<file path="src/design/disp_pkg.sv">
// Contract
// - Device shifts serial out on clock fall
// - Device captures serial in on clock rise
// - Select high means data, low command
// - Nine-bit three-wire or eight-bit four-wire words
// - Transfers only while chip select low
// - Reset low returns device to initial state
// - Host resets device before any traffic
// - Up to 24-bit bus, unused lines grounded
// - Pixels accepted only while enable asserted
// - Host supplies pixel clock for sampling
// - Host pulses line sync once per row
// - Host pulses frame sync once per frame
// - Frame is 480 pixels by 854 lines
// - Depths of 16, 18, 24 bits per pixel
// - Host ties unused control inputs fixed; host drives data_command_select from SEND_IS_DATA in three-wire mode
package disp_pkg;
  localparam int H_ACTIVE = 480;
  localparam int V_ACTIVE = 854;
  localparam int BUS_W = 24;
  localparam int CNT_W = 10;
  localparam int SER_BITS_3W = 9;
  localparam int SER_BITS_4W = 8;
  localparam int DIV_HALF = 4;
  localparam logic [1:0] DEPTH_16 = 2'h0;
  localparam logic [1:0] DEPTH_18 = 2'h1;
  localparam logic [1:0] DEPTH_24 = 2'h2;

  function automatic logic [BUS_W-1:0] depth_mask(input logic [1:0] d);
    unique case (d)
      DEPTH_16: depth_mask = 24'h00ffff;
      DEPTH_18: depth_mask = 24'h03ffff;
      default: depth_mask = 24'hffffff;
    endcase
  endfunction : depth_mask
endpackage : disp_pkg

</file>
<file path="src/design/disp_link_if.sv">
`timescale 1ns/1ps
interface disp_link_if;
  logic reset_n;
  logic cs_n;
  logic sclk;
  logic data_command_select;
  logic serial_data_in;
  logic serial_data_out;
  logic pixel_clock;
  logic pixel_data_enable;
  logic hsync;
  logic vsync;
  logic [23:0] pixel_data_bus;
  modport device (input reset_n, cs_n, sclk, data_command_select, serial_data_in,
    pixel_clock, pixel_data_enable, hsync, vsync, pixel_data_bus, output serial_data_out);
  modport host (output reset_n, cs_n, sclk, data_command_select, serial_data_in,
    pixel_clock, pixel_data_enable, hsync, vsync, pixel_data_bus, input serial_data_out);
endinterface : disp_link_if

</file>
<file path="src/design/disp_host.sv">
`timescale 1ns/1ps
module disp_host
  import disp_pkg::*;
(
  input wire logic CORE_CLK,
  input wire logic RST,
  disp_link_if.host LINK,
  input wire logic FOUR_WIRE,
  input wire logic [1:0] DEPTH,
  input wire logic SEND,
  input wire logic SEND_IS_DATA,
  input wire logic [7:0] SEND_WORD,
  output logic SEND_READY,
  output logic [7:0] READ_WORD,
  input wire logic VIDEO_ON,
  input wire logic [BUS_W-1:0] PIXEL_IN,
  output logic PIXEL_TAKE
);
  typedef enum logic [1:0] {S_RESET = 2'b00, S_IDLE = 2'b01, S_SHIFT = 2'b11, S_END = 2'b10} ser_state_t;
  ser_state_t state_reg;
  logic [2:0] div_reg;
  logic tick;
  logic [3:0] bit_cnt_reg;
  logic [8:0] tx_reg;
  logic [7:0] rx_reg;
  logic [2:0] so_s;
  logic [8:0] load_word;
  assign tick = div_reg == 3'(DIV_HALF - 1);
  assign SEND_READY = state_reg == S_IDLE;
  assign load_word = FOUR_WIRE ? {SEND_WORD, 1'b0} : {SEND_IS_DATA, SEND_WORD};

  always_ff @(posedge CORE_CLK) begin
    if (RST || div_reg == 3'(DIV_HALF - 1)) div_reg <= 3'h0;
    else div_reg <= div_reg + 3'h1;
  end
  always_ff @(posedge CORE_CLK) so_s <= {so_s[1:0], LINK.serial_data_out};

  // ==========================================
  // Serial sender; a reset pulse is issued before any traffic
  always_ff @(posedge CORE_CLK) begin
    if (RST) begin
      state_reg <= S_RESET;
      LINK.reset_n <= 1'b0;
      LINK.cs_n <= 1'b1;
      LINK.sclk <= 1'b0;
      LINK.serial_data_in <= 1'b0;
      LINK.data_command_select <= 1'b0;
      bit_cnt_reg <= 4'h0;
      tx_reg <= 9'h000;
      rx_reg <= 8'h00;
      READ_WORD <= 8'h00;
    end else if (tick) begin
      unique case (state_reg)
        S_RESET: begin
          LINK.reset_n <= 1'b1;
          state_reg <= S_IDLE;
        end
        S_IDLE: if (SEND) begin
          LINK.cs_n <= 1'b0;
          LINK.data_command_select <= SEND_IS_DATA;
          LINK.serial_data_in <= load_word[8];
          tx_reg <= {load_word[7:0], 1'b0};
          bit_cnt_reg <= FOUR_WIRE ? 4'(SER_BITS_4W) : 4'(SER_BITS_3W);
          state_reg <= S_SHIFT;
        end
        S_SHIFT: begin
          if (!LINK.sclk) begin
            LINK.sclk <= 1'b1;
          end else begin
            // Data moves on the fall so it has stood a half period at the next rise
            LINK.sclk <= 1'b0;
            LINK.serial_data_in <= tx_reg[8];
            tx_reg <= {tx_reg[7:0], 1'b0};
            rx_reg <= {rx_reg[6:0], so_s[2]}; // bit launched after the previous fall
            bit_cnt_reg <= bit_cnt_reg - 4'h1;
            if (bit_cnt_reg == 4'h1) state_reg <= S_END;
          end
        end
        S_END: begin
          LINK.cs_n <= 1'b1;
          READ_WORD <= rx_reg;
          state_reg <= S_IDLE;
        end
      endcase
    end
  end

  // ==========================================
  // RGB sender: pixel clock is CORE_CLK divided by eight
  logic [CNT_W-1:0] x_reg, y_reg;
  logic frame_first_reg;
  logic pixel_slot;
  // Sync and blank periods consume no pixel, so the take pulse must skip them
  assign pixel_slot = !frame_first_reg && x_reg < CNT_W'(H_ACTIVE) && (x_reg != '0 || LINK.hsync);
  assign PIXEL_TAKE = tick && LINK.pixel_clock && VIDEO_ON && pixel_slot;
  always_ff @(posedge CORE_CLK) begin
    if (RST) begin
      LINK.pixel_clock <= 1'b0;
      LINK.pixel_data_enable <= 1'b0;
      LINK.hsync <= 1'b0;
      LINK.vsync <= 1'b0;
      LINK.pixel_data_bus <= '0;
      x_reg <= '0;
      y_reg <= '0;
      frame_first_reg <= 1'b1;
    end else if (tick) begin
      LINK.pixel_clock <= ~LINK.pixel_clock;
      if (LINK.pixel_clock) begin
        LINK.hsync <= 1'b0;
        LINK.vsync <= 1'b0;
        LINK.pixel_data_enable <= 1'b0;
        LINK.pixel_data_bus <= '0;
        if (!VIDEO_ON) begin
          x_reg <= '0;
          y_reg <= '0;
          frame_first_reg <= 1'b1;
        end else if (frame_first_reg) begin
          LINK.vsync <= 1'b1;
          frame_first_reg <= 1'b0;
        end else if (x_reg == CNT_W'(H_ACTIVE)) begin
          x_reg <= '0;
          if (y_reg == CNT_W'(V_ACTIVE - 1)) begin
            y_reg <= '0;
            frame_first_reg <= 1'b1;
          end else begin
            y_reg <= y_reg + 1'b1;
          end
        end else if (x_reg == '0 && !LINK.hsync) begin
          LINK.hsync <= 1'b1;
        end else begin
          LINK.pixel_data_enable <= 1'b1;
          LINK.pixel_data_bus <= PIXEL_IN & depth_mask(DEPTH);
          x_reg <= x_reg + 1'b1;
        end
      end
    end
  end
endmodule : disp_host

</file>
<file path="src/flat_wrapper.sv">
// flat-port wrapper written by rule: the top's interface ports become plain ports
module disp_host_flat import disp_pkg::*;
  (CORE_CLK, RST, FOUR_WIRE, DEPTH, SEND, SEND_IS_DATA, SEND_WORD, SEND_READY, READ_WORD, VIDEO_ON, PIXEL_IN, PIXEL_TAKE, LINK_reset_n, LINK_cs_n, LINK_sclk, LINK_data_command_select, LINK_serial_data_in, LINK_pixel_clock, LINK_pixel_data_enable, LINK_hsync, LINK_vsync, LINK_pixel_data_bus, LINK_serial_data_out);
  disp_link_if LINK_i ();
  input wire logic CORE_CLK;
  input wire logic RST;
  input wire logic FOUR_WIRE;
  input wire logic [1:0] DEPTH;
  input wire logic SEND;
  input wire logic SEND_IS_DATA;
  input wire logic [7:0] SEND_WORD;
  output logic SEND_READY;
  output logic [7:0] READ_WORD;
  input wire logic VIDEO_ON;
  input wire logic [BUS_W-1:0] PIXEL_IN;
  output logic PIXEL_TAKE;
  output wire logic [$bits(LINK_i.reset_n)-1:0] LINK_reset_n;
  output wire logic [$bits(LINK_i.cs_n)-1:0] LINK_cs_n;
  output wire logic [$bits(LINK_i.sclk)-1:0] LINK_sclk;
  output wire logic [$bits(LINK_i.data_command_select)-1:0] LINK_data_command_select;
  output wire logic [$bits(LINK_i.serial_data_in)-1:0] LINK_serial_data_in;
  output wire logic [$bits(LINK_i.pixel_clock)-1:0] LINK_pixel_clock;
  output wire logic [$bits(LINK_i.pixel_data_enable)-1:0] LINK_pixel_data_enable;
  output wire logic [$bits(LINK_i.hsync)-1:0] LINK_hsync;
  output wire logic [$bits(LINK_i.vsync)-1:0] LINK_vsync;
  output wire logic [$bits(LINK_i.pixel_data_bus)-1:0] LINK_pixel_data_bus;
  input wire logic [$bits(LINK_i.serial_data_out)-1:0] LINK_serial_data_out;
  assign LINK_reset_n = LINK_i.reset_n;
  assign LINK_cs_n = LINK_i.cs_n;
  assign LINK_sclk = LINK_i.sclk;
  assign LINK_data_command_select = LINK_i.data_command_select;
  assign LINK_serial_data_in = LINK_i.serial_data_in;
  assign LINK_pixel_clock = LINK_i.pixel_clock;
  assign LINK_pixel_data_enable = LINK_i.pixel_data_enable;
  assign LINK_hsync = LINK_i.hsync;
  assign LINK_vsync = LINK_i.vsync;
  assign LINK_pixel_data_bus = LINK_i.pixel_data_bus;
  assign LINK_i.serial_data_out = LINK_serial_data_out;
  disp_host u_core (.CORE_CLK(CORE_CLK), .RST(RST), .LINK(LINK_i), .FOUR_WIRE(FOUR_WIRE), .DEPTH(DEPTH), .SEND(SEND), .SEND_IS_DATA(SEND_IS_DATA), .SEND_WORD(SEND_WORD), .SEND_READY(SEND_READY), .READ_WORD(READ_WORD), .VIDEO_ON(VIDEO_ON), .PIXEL_IN(PIXEL_IN), .PIXEL_TAKE(PIXEL_TAKE));
endmodule
</file>
<file path="config.mk">
export PLATFORM = sky130hd
export DESIGN_NAME = disp_host_flat
export DESIGN_NICKNAME = d
export VERILOG_FILES = /design/src/design/disp_pkg.sv /design/src/design/disp_link_if.sv /design/src/design/disp_host.sv /design/src/flat_wrapper.sv
export SDC_FILE = /design/constraint.sdc
export NUM_CORES = 1
export LEC_CHECK = 0
export ABC_AREA = 1
export ABC_CLOCK_PERIOD_IN_PS = 3500
export BUFFER_PORTS_ARGS = -buffer_cell sky130_fd_sc_hd__buf_4
export CAP_MARGIN = 15
export CELL_PAD_IN_SITES_DETAIL_PLACEMENT = 2
export CELL_PAD_IN_SITES_GLOBAL_PLACEMENT = 2
export CORE_ASPECT_RATIO = 1.5
export CORE_UTILIZATION = 33
export CTS_BUF_LIST = sky130_fd_sc_hd__clkbuf_4
export DETAILED_ROUTE_END_ITERATION = 7
export GPL_ROUTABILITY_DRIVEN = 1
export PLACE_DENSITY = 0.94
export SKIP_CTS_REPAIR_TIMING = 1
export SLEW_MARGIN = 20
export SYNTH_ARGS = -nofsm -noshare
export SYNTH_HDL_FRONTEND = slang
export SYNTH_SLANG_ARGS = --single-unit
</file>
<file path="constraint.sdc">
create_clock -name CORE_CLK -period 3.5 [get_ports CORE_CLK]
set_clock_uncertainty 0.1 [all_clocks]
set_input_delay 0.525 -clock CORE_CLK [delete_from_list [all_inputs] [get_ports CORE_CLK]]
set_output_delay 0.525 -clock CORE_CLK [all_outputs]
set_load 0.02 [all_outputs]
</file>
---- Word-level counts from Yosys, hierarchy flattened ----
Index checks and enable logic that the tools add are counted.
storage, ports and cells
  flip-flop bits (word level) ............. 91
  bits of input ports ..................... 41
  output and inout bits ................... 43
  word-level logic and storage cells ...... 121
operators by class
  add/subtract/negate cells ............... 4
  order comparisons ....................... 1
  eq/ne operators ......................... 14
  muxes and demuxes ....................... 52
  bitwise logic cells ..................... 2
  reductions and logical operators ........ 28
operators with widths
  cell                                                                    number
  24-bit 2-to-1 mux                                                       11
  10-bit 2-to-1 mux                                                       8
  24-bit one-hot mux with 2 select lines                                  1
  9-bit 2-to-1 mux                                                        3
  24-bit AND                                                              1
  10-bit by 1-bit adder with 10-bit output, second input constant         2
  1-bit 2-to-1 mux                                                        19
  9-bit one-hot mux with 2 select lines                                   1
  4-bit AND reduction                                                     4
  10-bit equality test, second input constant                             1
  10-bit by 9-bit equality test with 1-bit output, second input constant  1
  10-bit zero test                                                        1
  10-bit by 9-bit < comparator with 1-bit output, second input constant   1
  10-bit nonzero test                                                     1
  3-bit AND reduction                                                     3
  4-bit 2-to-1 mux                                                        2
  4-bit one-hot mux with 2 select lines                                   1
  2-bit AND reduction                                                     4
  1-bit logical AND                                                       6
  2-bit 2-to-1 mux                                                        3
  2-bit by 1-bit != test with 1-bit output, second input constant         3
  2-bit one-hot mux with 3 select lines                                   1
  2-bit by 1-bit equality test with 1-bit output, second input constant   2
  2-bit equality test, second input constant                              2
  13 further kinds                                                        19

---- Longest topological paths before layout ----
  depth after elaboration ................. 14
  gate-level depth with buffers ........... 11
  mapped depth without buffers ............ 11

---- Least setup slack after synthesis ----
Ideal clock, no wire load.
  path type ............................... reg-to-output
  start ................................... register u_core.div_reg[0]
  end ..................................... output port PIXEL_TAKE
  arrival ................................. 1.393 ns
  data required time ...................... 2.875 ns
  slack ................................... 1.482 ns
  cell stages (with the launch flop) ...... 7
  path buffers ............................ 0
  cells stage by stage .................... dfxtp_1 > ha_1 > ha_1 > nand2_1 > nor2_1 > nand4_1 > a21oi_1
between the ends
  cells in the longest elaborated chain, start to end .. 4
RTL lines
  what                                            line                source
  start, declared                                 disp_host.sv:21     logic [2:0] div_reg;
  start signal, assigned                          disp_host.sv:34     else div_reg <= div_reg + 3'h1;
  3-bit by 2-bit equality test with 1-bit output  disp_host.sv:28     assign tick = div_reg == 3'(DIV_HALF - 1);
  1-bit logical AND (3 in series)                 disp_host.sv:95     assign PIXEL_TAKE = tick && LINK.pixel_clock && VIDEO_ON && pixel_slot;
  end, declared                                   flat_wrapper.sv:16  output logic PIXEL_TAKE;
No other way between the ends.

---- Worst setup path after layout ----
Ends and elaborated chain as after synthesis.

==> impl_metrics.json <==
{
  "p_leak_nw": 2.305,
  "dieArea_sq_um": 12640,
  "fin_util": 0.4120,
  "final_cells": 818,
  "p_int_w": 0.001382,
  "clk_latency_ns": 0.47,
  "avgSynthCellArea_sq_um": 6.933,
  "syn-num-nets": 629,
  "antenna_left": 0,
  "track_usage": 0.2560,
  "swShare": 0.2632,
  "clock_path_buffers": 2,
  "clk_pin_slew_ns": 0.16,
  "cts-htree-levels": 3,
  "firstDrtPassIters": 4,
  "vias_per_cell": 5.110,
  "p_switching_w": 0.0004935,
  "ys.flop_type": "dfxtp_1",
  "die_h_microns": 137.2,
  "p_comb_frac": 0.067,
  "cts_root_buf": "clkbuf_4",
  "slew_viol_final": 0,
  "yosysWarnings": 0,
  "drc_errors": 0,
  "grt_first_pass_wirelength_mm": 24.52,
  "fillers": 1444,
  "start_util": 0.3364,
  "drt_iter0_drc": 135,
  "path_class": "flop to output pin",
  "core.rowCount": 49,
  "grt_setup_unrepaired": "no",
  "placeableCoreArea_sq_um": 11960,
  "dp_hpwl_mm": 10.11,
  "mostFrequentLayoutCell": "nand2_1",
  "final-hold-violation-count": 0,
  "vias": 4180,
  "worst_pin_slew_ns": 0.8360,
  "setup_violations": 0,
  "whs_ns": 0.04598,
  "gp_congestion": 0.7915,
  "fin_nets": 708,
  "ioPinCount": 84,
  "period_needed_ns": 2.774,
  "cp-end-kind": "output pin",
  "syn_area_sq_um": 4021,
  "io_buffers": 83,
  "synthCells": 580,
  "drive_gt1_frac": 0.1837,
  "routed_wl_mm": 15.60,
  "grt_max_degree": 41,
  "rr_worst_depth": 7,
  "largest_reg_flops": 24,
  "slew_headroom": 0.4406,
  "synth_edf_count": 0,
  "die_x_microns": 92.13,
  "pwr-share-seq": 0.556,
  "peakVddDrop_uv": 207.9,
  "area_growth_pct": 22.50,
  "clock_power_share": 0.377,
  "grt_pass1_vias": 4662,
  "setup_tns_ns": 0,
  "overflow": 0,
  "post-place-cells": 801,
  "cts_tree": "done",
  "status": "finished, final reports clean",
  "powerDensity_nw_per_um2": 380.7,
  "period_share": 0.7927,
  "avgRoutedWirePerCell_microns": 19.07,
  "holdPathStages": 1,
  "async_reset_ff_frac": 0,
  "antenna_found_initial": 1,
  "start_kind": "flop",
  "fmax_mhz": 360.4,
  "final_cell_mix": "nand2_1 (164), nor2_1 (95), dfxtp_1 (90)",
  "numCtsBuffers": 9,
  "cp.required_ns": 2.87,
  "drv_cap": 0,
  "clkSinkCount": 90,
  "synth_cell_types": 33,
  "hp-class": "input pin to flop",
  "ys_seq_area_frac": 0.4480,
  "cp_max_fo": 6,
  "worstPathArrival_ns": 2.15,
  "ys_seq_elements": 90
}
[Yosys cell counts (2+ instances only)]
master / count / area, sq um
nor2_1: 95 / 356.6
nand3_1: 33 / 165.2
inv_1: 55 / 206.5
buf_6: 2 / 22.52
o21ai_1: 4 / 20.02
ha_1: 8 / 100.1
nor2_4: 4 / 45.04
buf_2: 9 / 45.04
clkinv_1: 2 / 7.510
a31oi_1: 7 / 43.79
nand4_1: 6 / 37.54
inv_2: 8 / 30.03
xor2_1: 2 / 17.52
a21oi_1: 25 / 125.1
dfxtp_1: 90 / 1802
nand2_1: 164 / 615.6
a21oi_4: 2 / 32.53
o21ai_0: 41 / 205.2
clkbuf_1: 4 / 15.01
nand2_2: 2 / 12.51
nor3_1: 5 / 25.02
[cells by family (layout without fill, tap and decap cells)]
kind of cell	Yosys count	in the layout	synth area share
buffers and inverters	82	166	0.08401
and+or+nand+nor	315	315	0.3245
adders and majority gates	8	8	0.02489
AOI/OAI and AO/OA	83	83	0.1142
other	0	1	0
DFF	90	90	0.4480
xor gates and xnor gates	2	2	0.004357
[routing by layer]
metal / share of wire / vias to the layer above / GRT usage
met3: 0.032 / 52 / 0.04691
met1: 0.36 / 2051 / 0.2549
met5: 0 / - / 0
li1: - / 1981 / -
met2: 0.56 / 96 / 0.4880
met4: 0.046 / 0 / 0.1554
[power by group through the flow]
stage / sequential, W / combinational (W) / clock, W
after floorplan: 0.00106 / 0.0000537 / 0
final: 0.00104 / 0.000126 / 0.000707
after global routing: 0.00104 / 0.000137 / 0.000762
after detailed placement: 0.00106 / 0.000120 / 0
after global placement: 0.00106 / 0.000112 / 0
after CTS: 0.00104 / 0.000127 / 0.000717
[per-stage QoR]
stage          total power (W)  setup WS [ns]  instance area [sq um]
2_1_floorplan         0.001117          1.482                   4021
3_3_place_gp          0.001174          1.276                   4757
3_5_place_dp          0.001183          1.099                   4757
4_1_cts               0.001886         0.7008                   4923
5_1_grt               0.001943         0.5992                   4926
6_report              0.001875         0.7256                   4926
[path summary, 6_finish.rpt]
path	start	slack, ns	endpoint
setup / recovery	u_core.div_reg[0]$_SDFF_PP0_	0.73	PIXEL_TAKE
hold / removal	LINK_serial_data_out	0.05	u_core.so_s[0]$_DFF_P_
setup reg to reg	u_core.div_reg[0]$_SDFF_PP0_	0.95	u_core.LINK.hsync$_SDFFE_PP0N_
hold reg to reg	u_core.so_s[0]$_DFF_P_	0.25	u_core.so_s[1]$_DFF_P_
[cell type report]
| cell class | instances | area (sq um) | area share |
|---|---|---|---|
| clock inverter | 7 | 98.84 | 0.02007 |
| inverter | 65 | 244.0 | 0.04953 |
| sequential | 90 | 1802 | 0.3658 |
| clock buffer | 9 | 67.56 | 0.01372 |
| tap | 153 | 191.4 | 0.03886 |
| antenna | 1 | 2.502 | 0.0005080 |
| timing repair buffer | 85 | 638.1 | 0.1295 |
| multi-input combinational | 408 | 1882 | 0.3820 |
[critical path: stages (launching register included)]
cell,delay (ns)
dfxtp_1,0.39
ha_1,0.16
ha_1,0.26
nand2_1,0.19
nor2_1,0.16
nand4_1,0.10
a21oi_1,0.21
buf_4,0.19
No activity file was read; power rests on OpenSTA's default activity.
